**src/hdl/axb_cfg.svh**
```systemverilog
`ifndef AXB_CFG_SVH
`define AXB_CFG_SVH

// Bus byte address width and register word address width.
`define AXB_ADDR_W 32
`define AXB_WADDR_W 30
// Lowest byte address bit that selects a 32-bit word.
`define AXB_WORD_LSB 2
`define AXB_DATA_W 32
`define AXB_STRB_W 4
// AXI response code OKAY.
`define AXB_RESP_OKAY 2'h0
`define AXB_RESP_W 2

`endif

```
**src/hdl/axb_pkg.sv**
```systemverilog
`include "axb_cfg.svh"

package axb_pkg;

   typedef enum logic [1:0] {
      AXB_ST_IDLE = 2'b00,
      AXB_ST_WR = 2'b01,
      AXB_ST_RD_REQ = 2'b10,
      AXB_ST_RD_WAIT = 2'b11
   } axb_state_e;

   // One register-side access: shared word address, write value, lanes.
   typedef struct packed {
      logic [`AXB_WADDR_W-1:0] addr;
      logic [`AXB_DATA_W-1:0] data;
      logic [`AXB_STRB_W-1:0] lanes;
   } axb_access_s;

endpackage : axb_pkg

```
**src/hdl/axb_bridge.sv**
```systemverilog
`timescale 1ns/1ps
// Summary of operation
// The block is a standard AXI4-Lite slave on a 32-bit data bus.
// Bus accesses become a simple register interface with 32-bit data.
// Bus and register sides are synchronised so the user clock is free.
// Write control, write data, read control and read data are separate.
// Write address and data are latched and crossed before the write.
// Read address becomes a read request and data returns crossed.
// One word address output serves writes and reads alike.
// A register write and a register read are never issued together.
// A write drives the strobe high with address, value and byte lanes.
// The register address counts 32-bit words, not bytes.
// Four byte lane enables qualify bytes [7:0] up to [31:24].
// A read raises the read request together with a valid address.
// The address holds still until the slave returns read valid.
// The slave starts on the request and answers with valid and data.
// Returned data is captured and sent on the AXI read data channel.
// The reference slave answers two user-clock cycles after a request.
// Every write and read answers OKAY; B follows the register write.
`include "axb_cfg.svh"

module axb_bridge
   import axb_pkg::*;
(
   input wire logic clk_sys,
   input wire logic reset,
   input wire logic [`AXB_ADDR_W-1:0] s_axi_awaddr,
   input wire logic s_axi_awvalid,
   output logic s_axi_awready,
   input wire logic [`AXB_DATA_W-1:0] s_axi_wdata,
   input wire logic [`AXB_STRB_W-1:0] s_axi_wstrb,
   input wire logic s_axi_wvalid,
   output logic s_axi_wready,
   output logic [`AXB_RESP_W-1:0] s_axi_bresp,
   output logic s_axi_bvalid,
   input wire logic s_axi_bready,
   input wire logic [`AXB_ADDR_W-1:0] s_axi_araddr,
   input wire logic s_axi_arvalid,
   output logic s_axi_arready,
   output logic [`AXB_DATA_W-1:0] s_axi_rdata,
   output logic [`AXB_RESP_W-1:0] s_axi_rresp,
   output logic s_axi_rvalid,
   input wire logic s_axi_rready,
   input wire logic user_logic_clock,
   output logic reg_write_strobe,
   output logic [`AXB_WADDR_W-1:0] reg_word_address,
   output logic [`AXB_DATA_W-1:0] reg_write_value,
   output logic [`AXB_STRB_W-1:0] reg_byte_lane_enable,
   output logic reg_read_request,
   input wire logic reg_read_return_valid,
   input wire logic [`AXB_DATA_W-1:0] reg_read_value
);

   // User clock is sampled by clk_sys through three stages, read return through two.
   logic uclk_s1_reg, uclk_s2_reg, uclk_s3_reg;
   logic rv_s1_reg, rv_s2_reg;
   logic [`AXB_DATA_W-1:0] rd_s1_reg, rd_s2_reg;
   logic user_edge;

   always_ff @(posedge clk_sys) begin
      // The clock stages run through reset, so the edge detector starts at
      // the pin's level and no false edge follows the release.
      uclk_s1_reg <= user_logic_clock;
      uclk_s2_reg <= uclk_s1_reg;
      uclk_s3_reg <= uclk_s2_reg;
      if (reset) begin
         rv_s1_reg <= 1'b0;
         rv_s2_reg <= 1'b0;
         rd_s1_reg <= '0;
         rd_s2_reg <= '0;
      end else begin
         rv_s1_reg <= reg_read_return_valid;
         rv_s2_reg <= rv_s1_reg;
         rd_s1_reg <= reg_read_value;
         rd_s2_reg <= rd_s1_reg;
      end
   end

   // Outputs change a few system cycles after a user rising edge, so the
   // slave sees them stable for nearly a whole user period; slave outputs
   // have likewise settled by the time they are looked at here.
   assign user_edge = uclk_s2_reg & ~uclk_s3_reg;

   axb_state_e state_reg, state_next;
   logic [`AXB_WADDR_W-1:0] aw_addr_reg, aw_addr_next;
   logic aw_full_reg, aw_full_next;
   logic [`AXB_DATA_W-1:0] w_data_reg, w_data_next;
   logic [`AXB_STRB_W-1:0] w_lanes_reg, w_lanes_next;
   logic w_full_reg, w_full_next;
   logic [`AXB_WADDR_W-1:0] ar_addr_reg, ar_addr_next;
   logic ar_full_reg, ar_full_next;
   logic awready_reg, awready_next;
   logic wready_reg, wready_next;
   logic arready_reg, arready_next;
   logic bvalid_reg, bvalid_next;
   logic rvalid_reg, rvalid_next;
   logic [`AXB_DATA_W-1:0] rdata_reg, rdata_next;
   logic [`AXB_RESP_W-1:0] resp_reg, resp_next;
   axb_access_s access_reg, access_next;
   logic strobe_reg, strobe_next;
   logic rdreq_reg, rdreq_next;

   always_comb begin
      state_next = state_reg;
      aw_addr_next = aw_addr_reg;
      aw_full_next = aw_full_reg;
      w_data_next = w_data_reg;
      w_lanes_next = w_lanes_reg;
      w_full_next = w_full_reg;
      ar_addr_next = ar_addr_reg;
      ar_full_next = ar_full_reg;
      bvalid_next = bvalid_reg;
      rvalid_next = rvalid_reg;
      rdata_next = rdata_reg;
      resp_next = `AXB_RESP_OKAY;
      access_next = access_reg;
      strobe_next = strobe_reg;
      rdreq_next = rdreq_reg;

      // Write control, write data and read control latch independently.
      if (s_axi_awvalid && awready_reg) begin
         aw_addr_next = s_axi_awaddr[`AXB_ADDR_W-1:`AXB_WORD_LSB];
         aw_full_next = 1'b1;
      end
      if (s_axi_wvalid && wready_reg) begin
         w_data_next = s_axi_wdata;
         w_lanes_next = s_axi_wstrb;
         w_full_next = 1'b1;
      end
      if (s_axi_arvalid && arready_reg) begin
         ar_addr_next = s_axi_araddr[`AXB_ADDR_W-1:`AXB_WORD_LSB];
         ar_full_next = 1'b1;
      end
      if (bvalid_reg && s_axi_bready) begin
         bvalid_next = 1'b0;
      end
      if (rvalid_reg && s_axi_rready) begin
         rvalid_next = 1'b0;
      end

      // One access at a time on the shared address; writes go first when
      // both are waiting, which can delay reads under a stream of writes.
      case (state_reg)
         AXB_ST_IDLE: begin
            if (user_edge) begin
               if (aw_full_reg && w_full_reg && !bvalid_reg) begin
                  access_next.addr = aw_addr_reg;
                  access_next.data = w_data_reg;
                  access_next.lanes = w_lanes_reg;
                  strobe_next = 1'b1;
                  state_next = AXB_ST_WR;
               end else if (ar_full_reg && !rvalid_reg) begin
                  access_next.addr = ar_addr_reg;
                  rdreq_next = 1'b1;
                  state_next = AXB_ST_RD_REQ;
               end
            end
         end
         AXB_ST_WR: begin
            if (user_edge) begin
               strobe_next = 1'b0;
               aw_full_next = 1'b0;
               w_full_next = 1'b0;
               bvalid_next = 1'b1;
               state_next = AXB_ST_IDLE;
            end
         end
         AXB_ST_RD_REQ, AXB_ST_RD_WAIT: begin
            if (user_edge) begin
               rdreq_next = 1'b0;
               state_next = AXB_ST_RD_WAIT;
               // Address stays put until valid comes back.
               if (rv_s2_reg && state_reg == AXB_ST_RD_WAIT) begin
                  rdata_next = rd_s2_reg;
                  rvalid_next = 1'b1;
                  ar_full_next = 1'b0;
                  state_next = AXB_ST_IDLE;
               end
            end
         end
         default: begin
            state_next = AXB_ST_IDLE;
            strobe_next = 1'b0;
            rdreq_next = 1'b0;
         end
      endcase

      awready_next = !aw_full_next;
      wready_next = !w_full_next;
      arready_next = !ar_full_next;
   end

   always_ff @(posedge clk_sys) begin
      if (reset) begin
         state_reg <= AXB_ST_IDLE;
         aw_addr_reg <= '0;
         aw_full_reg <= 1'b0;
         w_data_reg <= '0;
         w_lanes_reg <= '0;
         w_full_reg <= 1'b0;
         ar_addr_reg <= '0;
         ar_full_reg <= 1'b0;
         awready_reg <= 1'b0;
         wready_reg <= 1'b0;
         arready_reg <= 1'b0;
         bvalid_reg <= 1'b0;
         rvalid_reg <= 1'b0;
         rdata_reg <= '0;
         resp_reg <= `AXB_RESP_OKAY;
         access_reg <= '0;
         strobe_reg <= 1'b0;
         rdreq_reg <= 1'b0;
      end else begin
         state_reg <= state_next;
         aw_addr_reg <= aw_addr_next;
         aw_full_reg <= aw_full_next;
         w_data_reg <= w_data_next;
         w_lanes_reg <= w_lanes_next;
         w_full_reg <= w_full_next;
         ar_addr_reg <= ar_addr_next;
         ar_full_reg <= ar_full_next;
         awready_reg <= awready_next;
         wready_reg <= wready_next;
         arready_reg <= arready_next;
         bvalid_reg <= bvalid_next;
         rvalid_reg <= rvalid_next;
         rdata_reg <= rdata_next;
         resp_reg <= resp_next;
         access_reg <= access_next;
         strobe_reg <= strobe_next;
         rdreq_reg <= rdreq_next;
      end
   end

   assign s_axi_awready = awready_reg;
   assign s_axi_wready = wready_reg;
   assign s_axi_arready = arready_reg;
   assign s_axi_bvalid = bvalid_reg;
   assign s_axi_bresp = resp_reg;
   assign s_axi_rvalid = rvalid_reg;
   assign s_axi_rresp = resp_reg;
   assign s_axi_rdata = rdata_reg;
   assign reg_write_strobe = strobe_reg;
   assign reg_word_address = access_reg.addr;
   assign reg_write_value = access_reg.data;
   assign reg_byte_lane_enable = access_reg.lanes;
   assign reg_read_request = rdreq_reg;

endmodule : axb_bridge

```
**config.mk**
```make
export PLATFORM = sky130hd
export DESIGN_NAME = axb_bridge
export DESIGN_NICKNAME = d
export VERILOG_FILES = /design/src/hdl/axb_pkg.sv /design/src/hdl/axb_bridge.sv
export VERILOG_INCLUDE_DIRS = /design/src /design/src/hdl
export SDC_FILE = /design/constraint.sdc
export NUM_CORES = 1
export LEC_CHECK = 0
export BUFFER_PORTS_ARGS = -buffer_cell sky130_fd_sc_hd__buf_2
export CAP_MARGIN = 20
export CORE_MARGIN = 10
export CORE_UTILIZATION = 52
export DETAILED_ROUTE_END_ITERATION = 6
export PLACE_DENSITY = 0.8
export SYNTH_ARGS = -nofsm -noshare
export SYNTH_HDL_FRONTEND = slang
export SYNTH_SLANG_ARGS = --single-unit
```
**constraint.sdc**
```tcl
create_clock -name clk_sys -period 1.6 [get_ports clk_sys]
set_input_delay 0.32 -clock clk_sys [delete_from_list [all_inputs] [get_ports clk_sys]]
set_output_delay 0.32 -clock clk_sys [all_outputs]
set_load 0.02 [all_outputs]
```
==> impl_metrics.ini <==
[status]
status = complete, no violations

[sta]
fin_worst_skew_ns = 0.006668
max_freq_ghz = 0.6455
fin_crit_sh = 0.9682
finalSetupViolCount = 0
tightest_slew_ns = 0.5499
post-route-min-period_ns = 1.549
hold_violations = 0
slew_headroom = 0.6334
maxSlewViolCount = 0

[clock_tree]
cts_buffers = 28
clkTransAtPathRegs_ns = 0.06
clkLatencyLatePin_ns = 0.53
cts_tree = yes
cts.path.max_buffers = 3
cts_root_buf = clkbuf_16
clock-sinks = 275
htreeDepth = 1

[yosys]
yosysSeqAreaShare = 0.5631
synthesis.area_um2 = 9777
yosys_warnings = 0
synth_cells = 1096
ys_seq_elements = 275
syn_avg_cell_area_um2 = 8.921
synth_cell_type_count = 34

[routing]
drcViolationCount = 0
via_per_inst = 5.361
finalWirelength_um = 27350
ant_nets = 0
vias = 8514
wl_per_cell_um = 17.22
dr.pass1.iters = 5
drt_iter0_markers = 498

[critical_path]
start_kind = flop
worstSetupEndpointType = output port
crit_type = reg2out
crit_fanout = 16
cp.arrival_ns = 1.23
required_ns = 1.28

[pwr]
p_clk_frac = 0.450
power.density_nw_per_um2 = 1202
intPower_w = 0.01179
ir_drop_mv = 0.8668
combPwrFrac = 0.076
leakage_nw = 5.535
p_sw_frac = 0.2229
seqPwrFrac = 0.474
total_power_w = 0.01518
power_switching_w = 0.003382

[global_routing]
antenna_found_initial = 0
track_usage = 0.2091
grt_pass1_wl_um = 42920
grt_max_degree = 93
grt_pass1_vias = 8536
grt_overflow = 0

[placed_design]
hpwl_um = 17300
port_buffers = 241
gp_congestion = 0.7998

[final_layout]
final_nets = 1473
utilization = 0.6795
drive_above_1_share = 0.2688
area_growth_pct = 29.14
num_antenna_cells = 0
fillers = 1454

[run]
drv_cap = 0

[floorplanning]
start_util = 0.5262
fp.dieH_um = 157.1
die_w_um = 157.1
ios = 250
fp-row-count = 50
core-area_um2 = 18580
die_area_um2 = 24690

[worst_hold_path]
min_path_type = in2reg
## power groups by stage
stage	clock network (W)	registers (W)	logic [W]
6_report	0.00683	0.00719	0.00115
5_1_grt	0.00725	0.00722	0.00125
4_1_cts	0.00694	0.00719	0.00113
3_5_place_dp	0	0.00734	0.00108
3_3_place_gp	0	0.00733	0.00106
2_1_floorplan	0	0.00736	0.000610
## cells by family after synthesis
group | share of synthesized area
mux | 0.03071
simple gates | 0.2098
buf+inv | 0.04556
compound gates | 0.1505
other cells | 0.0003836
flops | 0.5631
## worst paths after layout
| kind | from | end | slack, ns | depth (start not counted) |
|---|---|---|---|---|
| max | s_axi_rvalid$_SDFF_PP0_ | s_axi_rvalid | 0.05 | 2 |
| min | reg_read_value[26] | rd_s1_reg[26]$_SDFF_PP0_ | 0.01 | 2 |
| max reg2reg | state_reg[0]$_SDFFE_PP0P_ | reg_write_value[0]$_SDFFE_PP0P_ | 0.08 | 4 |
| min reg2reg | uclk_s1_reg$_DFF_P_ | uclk_s2_reg$_DFF_P_ | 0.33 | 0 |
## final cells by class
class,instances,area (µm²),area share
well taps,234,292.8,0.02319
multi-input cells,723,3844,0.3044
clock inverters,13,182.7,0.01447
repair buffers,301,1973,0.1563
flip-flops and latches,275,5510,0.4364
inverters,3,11.26,0.0008919
clock buffers,39,812.0,0.06431
## critical path, cell delays in order, from the launching register on
cell	delay, ns
dfxtp_4	0.38
buf_12	0.15
buf_2	0.18
## stage by stage
stage	TNS, ns	instance area (µm²)	setup WS [ns]	hold slack (ns)	instances
after floorplan	0	9788	0.1221	0.3096	1099
final	0	12630	0.05084	0.01485	1588
after global routing	-0.0009244	12630	-0.0009244	0.006464	1588
after CTS	0	12580	0.004866	0.0002174	1585
after detailed placement	0	11330	0.01780	0.3121	1510
after global placement	0	11330	0.07043	0.3123	1510
## metal layers
layer | global-route usage | wire [µm] | vias to the layer above
met1 | 0.2540 | 11000 | 3994
met2 | 0.3575 | 13380 | 330
met3 | 0.05459 | 2443 | 38
met5 | 0 | 0 | -
met4 | 0.06011 | 527 | 0
li1 | - | - | 4152
## synth_stat cells
master	number	area, µm²
a22oi_1	30	225.2
conb_1	1	3.750
and4b_2	1	11.26
mux2i_1	30	300.3
o211ai_1	1	7.510
nand2b_1	4	25.02
nand3_1	68	340.3
o21ai_1	28	140.1
nand4b_1	2	17.52
dfxtp_1	275	5505
nor2b_1	71	444.2
a21boi_0	1	7.510
a31oi_1	2	12.51
a2bb2oi_1	1	8.760
nand2_1	227	852.1
buf_2	14	70.07
or4b_1	1	10.01
o21a_1	1	7.510
clkbuf_1	69	259.0
or4bb_1	1	11.26
a21oi_1	169	845.8
a221oi_1	1	8.760
buf_4	5	37.54
and3b_1	1	8.760
buf_1	6	22.52
inv_1	3	11.26
nand3b_1	1	7.510
buf_6	4	45.04
nor4b_4	1	23.77
nor2_1	3	11.26
and2_1	4	25.02
or3b_2	30	262.8
o21ai_2	2	17.52
o21ai_0	38	190.2
## cell usage in the layout (no fill, tap or decap), types with 6 or more instances in the layout
cell type and instances:
dfxtp_1 273, buf_2 240, nand2_1 227, a21oi_1 169
nor2b_1 71, nand3_1 68, o21ai_0 35, o21ai_1 31
or3b_2 30, mux2i_1 30, a22oi_1 30, clkbuf_16 29
dlygate4sd3_1 22, buf_4 19, buf_12 17, clkbuf_8 7
clkinv_2 6
## what timing repair did
item	CTS	global route
endpoints found under the hold margin	22	0
cloned	1	1
gates resized for setup	1	7
setup buffers	0	2
pin swaps	1	1
hold buffers	22	0
endpoints found under the setup margin	7	64
Note: power is estimated with default switching activity, not from simulation.
